<file path="config.mk">
export PLATFORM = sky130hd
export DESIGN_NAME = copro_and_equal_branch_unit
export DESIGN_NICKNAME = d
export VERILOG_FILES = /design/src/branch_unit_pkg.sv /design/src/copro_and_equal_branch_unit.sv /design/src/copro_condition_sampler.sv
export SDC_FILE = /design/constraint.sdc
export NUM_CORES = 1
export LEC_CHECK = 0
export ABC_AREA = 1
export BUFFER_PORTS_ARGS = -buffer_cell sky130_fd_sc_hd__buf_2
export CELL_PAD_IN_SITES_DETAIL_PLACEMENT = 1
export CELL_PAD_IN_SITES_GLOBAL_PLACEMENT = 2
export CORE_AREA = 2 2 128 130
export CTS_CLUSTER_SIZE = 28
export DETAILED_ROUTE_END_ITERATION = 8
export DIE_AREA = 0 0 130 132
export MAX_ROUTING_LAYER = met4
export PLACE_DENSITY_LB_ADDON = 0.1
export REMOVE_ABC_BUFFERS = 1
export SLEW_MARGIN = 30
export SYNTH_ARGS = -nofsm -noshare
export SYNTH_HDL_FRONTEND = slang
export SYNTH_SLANG_ARGS = --single-unit
</file>
<file path="constraint.sdc">
create_clock -name clk_i -period 2.2 [get_ports clk_i]
set_input_delay 0.22 -clock clk_i [delete_from_list [all_inputs] [get_ports clk_i]]
set_output_delay 0.22 -clock clk_i [all_outputs]
set_load 0.02 [all_outputs]
</file>
<file path="src/branch_unit_pkg.sv">
// constants, field layout and branch kinds for the copro/equal branch unit
// Notes on behaviour
// - target is sign-extended offset shifted left two plus delay-slot address
// - copro-true branch uses flag sampled in previous instruction; taken after one slot
// - likely copro-true with false flag nullifies the delay-slot instruction
// - likely copro-false branches on false flag, nullifies slot on true flag
// - copro-false branch taken after one slot when sampled flag is false
// - every coprocessor-conditional branch can raise coprocessor unusable
// - copro-true decode: 0100zz, sub-opcode 01000, condition 00001
// - likely copro-true decode: copro group, sub-opcode 01000, condition 00011
// - likely copro-false decode: copro group, sub-opcode 01000, condition 00010
// - equal branch decode: opcode 000100, rs, rt, 16-bit offset
// - equal branch compares full registers, taken after one slot when equal
package branch_unit_pkg;
    localparam int XLEN       = 32;
    localparam int OFF_W      = 16;
    localparam int IDX_W      = 5;
    localparam int NUM_UNITS  = 4;
    localparam int UNIT_W     = 2;
    localparam int TARGET_SHIFT = 2;
    localparam int EXT_W      = XLEN - OFF_W - TARGET_SHIFT;

    // instruction field positions
    localparam int OPC_HI     = 31;
    localparam int OPC_LO     = 26;
    localparam int PREFIX_LO  = 28;
    localparam int UNIT_HI    = 27;
    localparam int RS_HI      = 25;
    localparam int RS_LO      = 21;
    localparam int RT_HI      = 20;
    localparam int RT_LO      = 16;
    localparam int OFF_HI     = 15;

    // encodings
    localparam logic [5:0] OPC_EQUAL          = 6'h04;
    localparam logic [3:0] OPC_COPRO_PREFIX   = 4'h4;
    localparam logic [4:0] SUB_BRANCH         = 5'h08;
    localparam logic [4:0] COND_FALSE         = 5'h00;
    localparam logic [4:0] COND_TRUE          = 5'h01;
    localparam logic [4:0] COND_FALSE_LIKELY  = 5'h02;
    localparam logic [4:0] COND_TRUE_LIKELY   = 5'h03;

    localparam logic [XLEN-1:0] SLOT_STEP     = 32'h0000_0004;

    typedef enum logic [5:0] {
        KIND_NONE      = 6'b000001,
        KIND_CT        = 6'b000010,
        KIND_CTL       = 6'b000100,
        KIND_CF        = 6'b001000,
        KIND_CFL       = 6'b010000,
        KIND_EQUAL     = 6'b100000
    } branch_kind_e;
endpackage

</file>
<file path="src/copro_and_equal_branch_unit.sv">
// decode and resolution of coprocessor-conditional and equal-compare branches
module copro_and_equal_branch_unit #(
    parameter int UNITS = branch_unit_pkg::NUM_UNITS
) (
    input  wire logic                                  clk_i,
    input  wire logic                                  rst_i,
    input  wire logic                                  instr_valid_i,
    input  wire logic [branch_unit_pkg::XLEN-1:0]      instr_i,
    input  wire logic [branch_unit_pkg::XLEN-1:0]      pc_i,
    input  wire logic [UNITS-1:0]                      coprocessor_condition_input_i,
    input  wire logic [UNITS-1:0]                      copro_usable_i,
    input  wire logic [branch_unit_pkg::XLEN-1:0]      rs_data_i,
    input  wire logic [branch_unit_pkg::XLEN-1:0]      rt_data_i,
    output logic      [branch_unit_pkg::IDX_W-1:0]     rs_index_o,
    output logic      [branch_unit_pkg::IDX_W-1:0]     rt_index_o,
    output logic                                       redirect_o,
    output logic      [branch_unit_pkg::XLEN-1:0]      redirect_target_o,
    output logic                                       nullify_slot_o,
    output logic                                       copro_unusable_o,
    output logic      [branch_unit_pkg::UNIT_W-1:0]    unusable_unit_o
);
    import branch_unit_pkg::*;

    logic [UNITS-1:0]   coprocessor_condition_bits;
    branch_kind_e       kind;
    logic               next_taken;
    logic               next_likely;
    logic               next_copro;

    // flags as seen while the preceding instruction executed
    copro_condition_sampler #(
        .UNITS                          (UNITS)
    ) u_sampler (
        .clk_i                          (clk_i),
        .rst_i                          (rst_i),
        .instr_valid_i                  (instr_valid_i),
        .coprocessor_condition_input_i  (coprocessor_condition_input_i),
        .coprocessor_condition_bits_o   (coprocessor_condition_bits)
    );

    // instruction fields
    wire [5:0]        opcode     = instr_i[OPC_HI:OPC_LO];
    wire [3:0]        prefix     = instr_i[OPC_HI:PREFIX_LO];
    wire [UNIT_W-1:0] unit       = instr_i[UNIT_HI:OPC_LO];
    wire [4:0]        sub_opcode = instr_i[RS_HI:RS_LO];
    wire [4:0]        cond_field = instr_i[RT_HI:RT_LO];
    wire [OFF_W-1:0]  offset     = instr_i[OFF_HI:0];

    // register indices go straight to the register file read ports
    assign rs_index_o = instr_i[RS_HI:RS_LO];
    assign rt_index_o = instr_i[RT_HI:RT_LO];

    // coprocessor branch group: 0100zz with sub-opcode 01000
    wire copro_group = (prefix == OPC_COPRO_PREFIX) && (sub_opcode == SUB_BRANCH);

    // kind decode; unknown condition codes fall to none and leave the pc alone
    assign kind = !instr_valid_i                             ? KIND_NONE  :
                  (opcode == OPC_EQUAL)                      ? KIND_EQUAL :
                  !copro_group                               ? KIND_NONE  :
                  (cond_field == COND_TRUE)                  ? KIND_CT    :
                  (cond_field == COND_TRUE_LIKELY)           ? KIND_CTL   :
                  (cond_field == COND_FALSE_LIKELY)          ? KIND_CFL   :
                  (cond_field == COND_FALSE)                 ? KIND_CF    :
                                                               KIND_NONE;

    // target = delay-slot address plus shifted, sign-extended offset
    wire [XLEN-1:0] offset_ext  = {{EXT_W{offset[OFF_W-1]}}, offset, {TARGET_SHIFT{1'b0}}};
    wire [XLEN-1:0] slot_pc     = pc_i + SLOT_STEP;
    wire [XLEN-1:0] next_target = slot_pc + offset_ext;

    wire flag_now    = coprocessor_condition_bits[unit];
    wire unit_usable = copro_usable_i[unit];
    // full-width compare, no sign or partial tricks
    wire regs_equal  = (rs_data_i == rt_data_i);

    // branch condition and likely flag per kind
    always_comb begin
        next_taken  = 1'b0;
        next_likely = 1'b0;
        next_copro  = 1'b0;
        unique case (kind)
            KIND_NONE: begin
                next_taken = 1'b0;
            end
            KIND_CT: begin
                next_taken = flag_now;
                next_copro = 1'b1;
            end
            KIND_CTL: begin
                next_taken  = flag_now;
                next_likely = 1'b1;
                next_copro  = 1'b1;
            end
            KIND_CF: begin
                next_taken = !flag_now;
                next_copro = 1'b1;
            end
            KIND_CFL: begin
                next_taken  = !flag_now;
                next_likely = 1'b1;
                next_copro  = 1'b1;
            end
            KIND_EQUAL: begin
                next_taken = regs_equal;
            end
        endcase
    end

    // an unusable coprocessor turns the branch into an exception; no redirect follows
    wire fault       = next_copro && !unit_usable;
    wire do_redirect = next_taken && !fault;
    // non-likely kinds never nullify, whatever the outcome
    wire do_nullify  = next_likely && !next_taken && !fault;

    // resolution lands one cycle later, while the delay slot is in execute
    always_ff @(posedge clk_i or posedge rst_i) begin
        if (rst_i) begin
            redirect_o        <= 1'b0;
            redirect_target_o <= '0;
            nullify_slot_o    <= 1'b0;
            copro_unusable_o  <= 1'b0;
            unusable_unit_o   <= '0;
        end else begin
            redirect_o        <= do_redirect;
            redirect_target_o <= next_target;
            nullify_slot_o    <= do_nullify;
            copro_unusable_o  <= fault;
            unusable_unit_o   <= unit;
        end
    end

    // checks
    wire copro_kind = (kind == KIND_CT) || (kind == KIND_CTL) ||
                      (kind == KIND_CF) || (kind == KIND_CFL);

    a_target_form: assert property (@(posedge clk_i) disable iff (rst_i)
        (kind != KIND_NONE) |=>
            redirect_target_o == $past(pc_i) + SLOT_STEP + $past(offset_ext))
        else $error("branch target not slot address plus offset");

    a_true_taken: assert property (@(posedge clk_i) disable iff (rst_i)
        (kind == KIND_CT) && unit_usable |=>
            (redirect_o == $past(flag_now)) && !nullify_slot_o)
        else $error("copro-true branch outcome wrong");

    a_true_likely_null: assert property (@(posedge clk_i) disable iff (rst_i)
        (kind == KIND_CTL) && unit_usable && !flag_now |=> nullify_slot_o && !redirect_o)
        else $error("likely copro-true did not nullify slot");

    a_false_likely: assert property (@(posedge clk_i) disable iff (rst_i)
        (kind == KIND_CFL) && unit_usable |=>
            (redirect_o != $past(flag_now)) && (nullify_slot_o == $past(flag_now)))
        else $error("likely copro-false outcome wrong");

    a_false_taken: assert property (@(posedge clk_i) disable iff (rst_i)
        (kind == KIND_CF) && unit_usable |=> redirect_o != $past(flag_now))
        else $error("copro-false branch outcome wrong");

    a_unusable_raise: assert property (@(posedge clk_i) disable iff (rst_i)
        copro_kind && !unit_usable |=>
            copro_unusable_o && !redirect_o && (unusable_unit_o == $past(unit)))
        else $error("coprocessor unusable not raised");

    a_true_decode: assert property (@(posedge clk_i) disable iff (rst_i)
        instr_valid_i && (instr_i[OPC_HI:PREFIX_LO] == OPC_COPRO_PREFIX) &&
        (instr_i[RS_HI:RS_LO] == SUB_BRANCH) && (instr_i[RT_HI:RT_LO] == COND_TRUE)
            |-> kind == KIND_CT)
        else $error("copro-true encoding not decoded");

    a_true_likely_decode: assert property (@(posedge clk_i) disable iff (rst_i)
        instr_valid_i && (instr_i[OPC_HI:PREFIX_LO] == OPC_COPRO_PREFIX) &&
        (instr_i[RS_HI:RS_LO] == SUB_BRANCH) && (instr_i[RT_HI:RT_LO] == COND_TRUE_LIKELY)
            |-> kind == KIND_CTL)
        else $error("likely copro-true encoding not decoded");

    a_false_likely_decode: assert property (@(posedge clk_i) disable iff (rst_i)
        instr_valid_i && (instr_i[OPC_HI:PREFIX_LO] == OPC_COPRO_PREFIX) &&
        (instr_i[RS_HI:RS_LO] == SUB_BRANCH) && (instr_i[RT_HI:RT_LO] == COND_FALSE_LIKELY)
            |-> kind == KIND_CFL)
        else $error("likely copro-false encoding not decoded");

    a_equal_decode: assert property (@(posedge clk_i) disable iff (rst_i)
        instr_valid_i && (instr_i[OPC_HI:OPC_LO] == OPC_EQUAL) |->
            (kind == KIND_EQUAL) && (rs_index_o == instr_i[RS_HI:RS_LO]) &&
            (rt_index_o == instr_i[RT_HI:RT_LO]))
        else $error("equal branch not decoded");

    a_equal_taken: assert property (@(posedge clk_i) disable iff (rst_i)
        (kind == KIND_EQUAL) |=>
            (redirect_o == ($past(rs_data_i) == $past(rt_data_i))) && !nullify_slot_o)
        else $error("equal branch outcome wrong");

    a_slot_kept: assert property (@(posedge clk_i) disable iff (rst_i)
        (kind == KIND_CT) || (kind == KIND_CF) || (kind == KIND_EQUAL) || (kind == KIND_NONE)
            |=> !nullify_slot_o)
        else $error("non-likely branch nullified its slot");

    c_equal_taken: cover property (@(posedge clk_i) disable iff (rst_i)
        (kind == KIND_EQUAL) ##1 redirect_o);
    c_likely_nullify: cover property (@(posedge clk_i) disable iff (rst_i)
        (kind == KIND_CFL) ##1 nullify_slot_o);
    c_true_taken: cover property (@(posedge clk_i) disable iff (rst_i)
        (kind == KIND_CT) ##1 redirect_o);
    c_unusable: cover property (@(posedge clk_i) disable iff (rst_i)
        copro_kind ##1 copro_unusable_o);
endmodule // copro_and_equal_branch_unit

</file>
<file path="src/copro_condition_sampler.sv">
// holds each coprocessor condition flag as seen during the last executed instruction
module copro_condition_sampler #(
    parameter int UNITS = branch_unit_pkg::NUM_UNITS
) (
    input  wire logic             clk_i,
    input  wire logic             rst_i,
    input  wire logic             instr_valid_i,
    input  wire logic [UNITS-1:0] coprocessor_condition_input_i,
    output logic      [UNITS-1:0] coprocessor_condition_bits_o
);
    import branch_unit_pkg::*;

    // one flop per unit; only instructions that really execute refresh the copy
    genvar u;
    for (u = 0; u < UNITS; u++) begin : g_unit
        always_ff @(posedge clk_i or posedge rst_i) begin
            if (rst_i) begin
                coprocessor_condition_bits_o[u] <= 1'b0;
            end else if (instr_valid_i) begin
                coprocessor_condition_bits_o[u] <= coprocessor_condition_input_i[u];
            end
        end
    end

    a_flag_sampled: assert property (@(posedge clk_i) disable iff (rst_i)
        instr_valid_i |=> coprocessor_condition_bits_o == $past(coprocessor_condition_input_i))
        else $error("condition copy not taken from previous instruction");
    a_flag_holds: assert property (@(posedge clk_i) disable iff (rst_i)
        !instr_valid_i |=> $stable(coprocessor_condition_bits_o))
        else $error("condition copy changed without an instruction");
endmodule // copro_condition_sampler

</file>
# Word level (Yosys, flattened, before mapping)
# Index checks and enable logic that the tools add are counted.
# word_totals
regBits	41
output_inout_bits	47
word_cells	53
# classes
add_sub_neg	2
magnitude_cmp	1
n_eq_ne	13
muxes	14
reduce_logical	14
# ops
operator	n
$add 32x3->32 const B	1
$add 32x32->32	1
$eq 32x32->1	1
$mux 5	4
$eq 6x3->1 const B	2
$mux 6	2
$eq 5x2->1 const B	2
$eq 6x1->1 const B	1
$eq 6x2->1 const B	1
$eq 6x4->1 const B	1
$eq 6x5->1 const B	1
$eq 6x6->1 const B	1
$reduce_or 2->1	3
$eq 5x1->1 const B	1
$eq 5x4->1 const B	1
$logic_and 1x1->1	5
$logic_not 5->1	1
$bmux 1 s2	2
$eq 4x3->1 const B	1
$logic_not 1->1	4
$mux 1	4
$mux 4	1
$pmux 1 s4	1
$reduce_or 4->1	1
$lt 2x3->1 const B	1

# Depth between registers and ports, before layout
# Gate-level depths: netlist (run 1).
# logic_depth
depth_word	14
mapped_depth	15

# Hierarchy
# A second synthesis (run 1) with hierarchy kept.
# unflattened
cells_unflattened	615
hier_area_um2	4224.1
# modules_own_cells
mod	n_inst	cells_per_inst	area_each_um2	seq_area_each_um2
copro_and_equal_branch_unit	1	597	4071.4	925.9
copro_condition_sampler	1	18	152.6	100.1

# Worst setup path before layout (run 1)
# No wires, ideal clock.
# synth_path
path_kind	input to register
startpoint	input instr_i[1] in the netlist's numbering
endpoint	register redirect_target_o[19] in the netlist's numbering
arrival_ns	1.896
slack_ns	0.178
path_stages	12
n_path_buf	0
path_cell_list	ha_1 > ha_1 > fa_1 > nand2_1 > nand2_1 > o21ai_2 > clkinv_1 > nand3_1 > nand3_2 > nand2_1 > nand2_1 > xor2_1
# synth_via
elab_chain_len	1
# synth_rtl
item	line	rtl
start: declaration	copro_and_equal_branch_unit.sv:8	input wire logic [branch_unit_pkg::XLEN-1:0] instr_i,
$add 32x32->32	copro_and_equal_branch_unit.sv:69	wire [XLEN-1:0] next_target = slot_pc + offset_ext;
via next_target[19]	copro_and_equal_branch_unit.sv:69	
end signal: assignment	copro_and_equal_branch_unit.sv:125	redirect_target_o <= next_target;
end: declaration	copro_and_equal_branch_unit.sv:17	output logic [branch_unit_pkg::XLEN-1:0] redirect_target_o,
# The timed path passes the listed nets, and every way through them passes these cells.
# A chain may end at the register's enable or synchronous reset.

# Worst setup path in the final report (run 1)
# layout_path
startpoint	input instr_i[1] in the netlist's numbering
endpoint	register redirect_target_o[27] in the netlist's numbering
# Same word-level chain as after synthesis.

==> results.toml, run 1 <==
[critical_path]
crit_arrival_ns = 2.11
critical_path.endpoint = "redirect_target_o[27]"
cp_max_fo = 3
r2r_slack_ns = 1.10
critPathLaunchType = "input port"
criticalPathCategory = "input port to register"
crit_path_end_kind = "register"
regToRegEndpoint = "redirect_o"
cp.required_ns = 2.37
r2r-start = "u_sampler.coprocessor_condition_bits_o[1]"
crit_start = "instr_i[1]"
r2r_cells = 7

[synthesis]
synth_area_sq_mm = 0.004192
yosysSeqAreaShare = 0.2448
synth_area_leaders = "dfrtp_1 (24%), ha_1 (17%), nand2_1 (15%)"
synth_cells = 588
synth_edf_count = 0
synth_most_common_cell = "nand2_1"
syn_avg_cell_area_sq_um = 7.128
synth.distinct_cells = 35
synth_ff_type = "dfrtp_1"
ys_top_cells_by_count = "nand2_1 (165), inv_1 (72), ha_1 (57)"
yosys.area.top_type = "dfrtp_1"
ys_ff_latch = 41
yosysTopAreaCellShare = 0.2448
yosysWarnings = 0
async_flop_share = 1.000

[clock_tree]
cts-root-buf = "clkbuf_16"
cts_tree = "yes"
h-tree-depth = 2
numCtsBuffers = 5
clock_latency_ns = 0.28
path_clk_slew_ns = 0.06
clk_path_buf_depth = 2
clock-sinks = 41

[run_status]
status = "complete, no violations"

[timing]
tightest_slew_ns = 0.3604
fin_crit_ns = 1.933
setup_ws_ns = 0.2667
hold_viol = 0
period_share = 0.8788
clock-skew-final_ns = 0.0005002
setup_viol = 0
clock.fmax_mhz = 517.2
finalMaxSlewViolations = 0
slew_headroom = 0.7572
rsz0062_at_grt = "false"

[drt]
dr.pass1.iters = 6
drc = 0
drt_iter0_drc = 96
wl_microns = 14200
wl_met1_microns = 6238
dr_wl_met3_microns = 622
routedWlPerCell_microns = 13.88
drt-vias-per-instance = 4.386
vias = 4487
wl_met2_microns = 7157
ant_nets = 0
highest_layer = "met4"

[die]
die-width_microns = 130
pin_count = 186
coreArea_sq_mm = 0.01571
rows = 46
start_util = 0.2668
chipHeight_microns = 132
dieArea_sq_mm = 0.01716

[placed_design]
hpwl_microns = 12580
numPortBuffers = 185
place_ws_ns = -0.1069
gp_congestion = 0.8386

[pwr]
powerDensity_mw_per_mm2 = 581.9
leakagePower_nw = 3.284
irDropWorstVdd_mv = 0.3183

[min_path]
hold_class = "input port to register"

[global_route]
grt_use_total = 0.1709
grt_pass1_wl_microns = 22650
grt_overflow = 0
grt_max_degree = 23
grt_pass1_vias = 4698
antenna_found_initial = 0

[final_layout]
areaGrowthSynthToFinish_pct = 37.01
drive_gt1_frac = 0.3445
fin_util = 0.3655
nets = 1003
n_antenna_cell = 0

[flow_run]
drv_cap = 0
-- cells in the final DEF (no fill, tap or decap), types with 2 or more instances in the layout --
| master | n |
|---|---|
| clkbuf_16 | 5 |
| nand4_1 | 11 |
| a21oi_1 | 28 |
| buf_4 | 35 |
| nand2_1 | 165 |
| inv_2 | 8 |
| o21ai_2 | 5 |
| dfrtp_1 | 41 |
| clkbuf_8 | 2 |
| xnor2_1 | 21 |
| o22ai_1 | 4 |
| nand3_1 | 25 |
| inv_1 | 71 |
| nand2_2 | 11 |
| o21ai_1 | 6 |
| o21ai_0 | 12 |
| nor3_1 | 3 |
| buf_2 | 185 |
| xor2_1 | 18 |
| nor2_1 | 55 |
| nand3_2 | 5 |
| nand2_4 | 2 |
| ha_1 | 57 |
| a21o_1 | 3 |
| nor2_2 | 5 |
| a21oi_2 | 5 |
| nor2_4 | 6 |
-- cell type report --
cell class | count | area [sq um]
inverter | 80 | 300.3
timing repair buffer | 221 | 1199
clock inverter | 1 | 5.005
sequential | 41 | 1026
fill | 2047 | 9970
tap | 216 | 270.3
clock buffer | 7 | 152.6
multi-input combinational | 457 | 2790
-- repair_timing --
item                                    CTS  global route
endpoints found under the setup margin    0             1
resized for setup                         0             1
hold buffers                              1             0
hold endpoints to repair                  3             0
setup buffers                             0             0
-- layer usage --
metal	global-route usage	up-vias
met3	0.02151	13
met2	0.3051	117
met1	0.2018	2038
met4	0.04122	0
li1	-	2319
met5	-	-
-- worst min-delay path by stage --
stage / startpoint / to / slack (ns) / cells past startpoint
6_report: pc_i[1] / redirect_target_o[1] / 0.04 / 1
5_1_grt: pc_i[1] / redirect_target_o[1] / 0.03 / 1
4_1_cts: pc_i[1] / redirect_target_o[1] / 0.03 / 1
3_5_place_dp: rst_i / redirect_target_o[4] / 0.09 / 2
3_3_place_gp: rst_i / redirect_target_o[4] / 0.09 / 2
2_1_floorplan: pc_i[0] / redirect_target_o[0] / 0.25 / 0
-- cell families after synthesis --
kind of cell / count (synthesis) / synth area share
and+or+nand+nor: 294 / 0.3164
buffers and inverters: 90 / 0.08955
adders and majority gates: 58 / 0.1749
AOI/OAI and AO/OA: 66 / 0.09283
DFF: 41 / 0.2448
xor gates and xnor gates: 39 / 0.08149
-- through the flow --
step / setup TNS [ns] / total power, mW / std cells / hold slack [ns] / cell area, sq um
6_report: 0 / 3.342 / 1023 / 0.04078 / 5743
5_1_grt: 0 / 3.612 / 1023 / 0.03081 / 5743
4_1_cts: 0 / 3.418 / 1023 / 0.03102 / 5743
3_5_place_dp: -0.1750 / 2.581 / 1014 / 0.09212 / 5575
3_3_place_gp: -0.06930 / 2.564 / 1014 / 0.09032 / 5575
2_1_floorplan: 0 / 1.890 / 578 / 0.2514 / 4116
-- state kept, by name, summed over array words and instances, names as in the netlist --
name                                    cells
unusable_unit_o                             2
redirect_target_o                          32
nullify_slot_o                              1
copro_unusable_o                            1
redirect_o                                  1
u_sampler.coprocessor_condition_bits_o      4
-- critical path, cell delays in order --
cell,delay (ns)
buf_2,0.10
ha_1,0.29
ha_1,0.22
fa_1,0.41
nand2_1,0.08
nand2_1,0.07
o21ai_2,0.07
clkinv_1,0.14
a21o_1,0.21
nand2_1,0.09
nand3_1,0.09
nand2_1,0.07
nand2_1,0.04
-- where the power goes --
group,internal [mW],switching (mW),leakage (nW)
Combinational,0.620,0.974,2.72
Sequential,0.909,0.0470,0.489
Clock,0.481,0.312,0.0799
No activity file was read; power rests on OpenSTA's default activity.
==> inputs of run 2 (changes only) <==
==> constraint.sdc (replaced) <==
create_clock -name clk_i -period 2.2 [get_ports clk_i]
set_input_delay 0.33 -clock clk_i [delete_from_list [all_inputs] [get_ports clk_i]]
set_output_delay 0.33 -clock clk_i [all_outputs]
set_load 0.02 [all_outputs]
==> run 2 against run 1 <==
- sequential power about the same
- worst hold slack improved by 0.096 ns
- clock skew about the same
- count of clock-buffer cells in the layout decreased by 1
- sequential share of layout area decreased by 0.57 points
- clock power decreased by 6.9%
- cell count increased by 2.7%
- non-clock buffer count increased by 28
- critical path depth decreased by 2
==> results.toml, run 2 (same netlist as run 1, synthesis figures left out) <==
[run_status]
status = "complete, no violations"

[min_path]
hold_class = "input port to register"
hold_depth = 1

[timing]
slew_headroom = 0.5923
rsz0062_at_grt = "false"
clock-skew-final_ns = 0.0007815
fin_crit_ns = 2.013
setup_viol = 0
clock.fmax_mhz = 496.7
holdWs_ns = 0.1365
hold_viol = 0
period_share = 0.9151
tightest_slew_ns = 0.6115
finalMaxSlewViolations = 0

[placed_design]
hpwl_microns = 12820
gp_congestion = 0.8217
dp_cells = 1043
numPortBuffers = 185
place_area_sq_mm = 0.005793

[final_layout]
final_area_sq_mm = 0.005932
largest-register = "redirect_target_o"
nets = 1031
drive_gt1_frac = 0.3677
largest_register_ffs = 32
finalNonFillerCells = 1051
n_antenna_cell = 0
final_cell_mix = "buf_2 (185), nand2_1 (165), inv_1 (71)"
areaGrowthSynthToFinish_pct = 41.52
layout_commonest_cell = "buf_2"
reg_top3 = "redirect_target_o: 32 flops, u_sampler.coprocessor_condition_bits_o: 4 flops, unusable_unit_o: 2 flops"

[die]
pin_count = 186
dieArea_sq_mm = 0.01716
chipHeight_microns = 132
coreArea_sq_mm = 0.01571
start_util = 0.2668
die-width_microns = 130
rows = 46

[clock_tree]
post_cts_buffers = 0
clock_latency_ns = 0.29
cts_tree = "yes"
h-tree-depth = 2
clock-sinks = 41
cts-root-buf = "clkbuf_16"
numCtsBuffers = 5
clk_path_buf_depth = 2
hold_buffers = 0
path_clk_slew_ns = 0.06

[global_route]
grt_max_degree = 42
grt_overflow = 0
grt_pass1_wl_microns = 23360
grt_use_total = 0.1765
grt_pass1_vias = 4948
antenna_found_initial = 0

[pwr]
irDropWorstVdd_mv = 0.2638
powerDensity_mw_per_mm2 = 571.5
leakagePower_nw = 3.417

[critical_path]
crit_path_end_kind = "register"
cp.required_ns = 2.41
r2r_cells = 7
critPathLaunchType = "input port"
crit_arrival_ns = 2.22
criticalPathCategory = "input port to register"
cp_max_fo = 13

[flow_run]
drv_cap = 0

[drt]
wl_microns = 14550
dr.pass1.iters = 4
drt_iter0_drc = 111
drt-vias-per-instance = 4.406
routedWlPerCell_microns = 13.84
drc = 0
ant_nets = 0
vias = 4631
[run 2: changes by cell type in the layout (fill, tap and decap cells not counted), sizes merged]
cell	delta
buf	+29
clkbuf	-1
dlygate4sd3	-1
inv	+1
[run 2: layer usage]
metal	up-vias	routed length, microns	track usage
li1	2369	-	-
met1	2131	6223	0.1995
met2	119	7501	0.3217
met3	12	643	0.02922
met4	0	180	0.04002
met5	-	0	-
[run 2: final cells by class]
class / count / area, sq um
fillers: 2048 / 9781
multi-input cells: 457 / 2790
repair buffers: 249 / 1406
flip-flops and latches: 41 / 1026
inverters: 80 / 300.3
well taps: 216 / 270.3
clock buffers: 6 / 128.9
clock inverters: 2 / 10.01
[run 2: power breakdown]
group / internal (mW) / total [mW] / leakage (nW) / switching [mW]
clock: 0.417 / 0.738 / 0.0706 / 0.321
combinational: 0.702 / 1.69 / 2.86 / 0.993
sequential: 0.909 / 0.957 / 0.489 / 0.0480
[run 2: worst paths after layout]
kind	start	slack, ns	endpoint
max	instr_i[15]	0.19	redirect_target_o[21]
min	pc_i[1]	0.14	redirect_target_o[1]
max reg2reg	u_sampler.coprocessor_condition_bits_o[1]	1.09	redirect_o
min reg2reg	u_sampler.coprocessor_condition_bits_o[3]	0.48	u_sampler.coprocessor_condition_bits_o[3]
max in group asynchronous	rst_i	1.60	redirect_target_o[1]
min in group asynchronous	rst_i	0.19	redirect_target_o[3]
[run 2: timing repair]
item                                    4_1_cts  5_1_grt
gates resized for setup                       0        1
endpoints found under the hold margin         0        0
endpoints found under the setup margin        0        1
[run 2: worst max-delay path, cell delays in order]
cell	delay, ns
buf_2	0.25
ha_1	0.29
ha_1	0.39
nand2_2	0.10
buf_4	0.15
nor2_4	0.12
inv_2	0.05
nor2_4	0.11
nand4_1	0.09
nand3_1	0.13
xor2_1	0.21
[run 2: stage by stage]
step	power, mW	util	setup WS (ns)	setup TNS (ns)
after floorplan	1.890	-	0.06754	0
after global placement	2.661	0.3687	-0.1364	-0.5530
after detailed placement	2.690	0.3687	-0.1827	-1.299
after CTS	3.470	0.3775	0.1317	0
after global routing	3.661	0.3775	0.002112	0
final	3.390	0.3775	0.1867	0
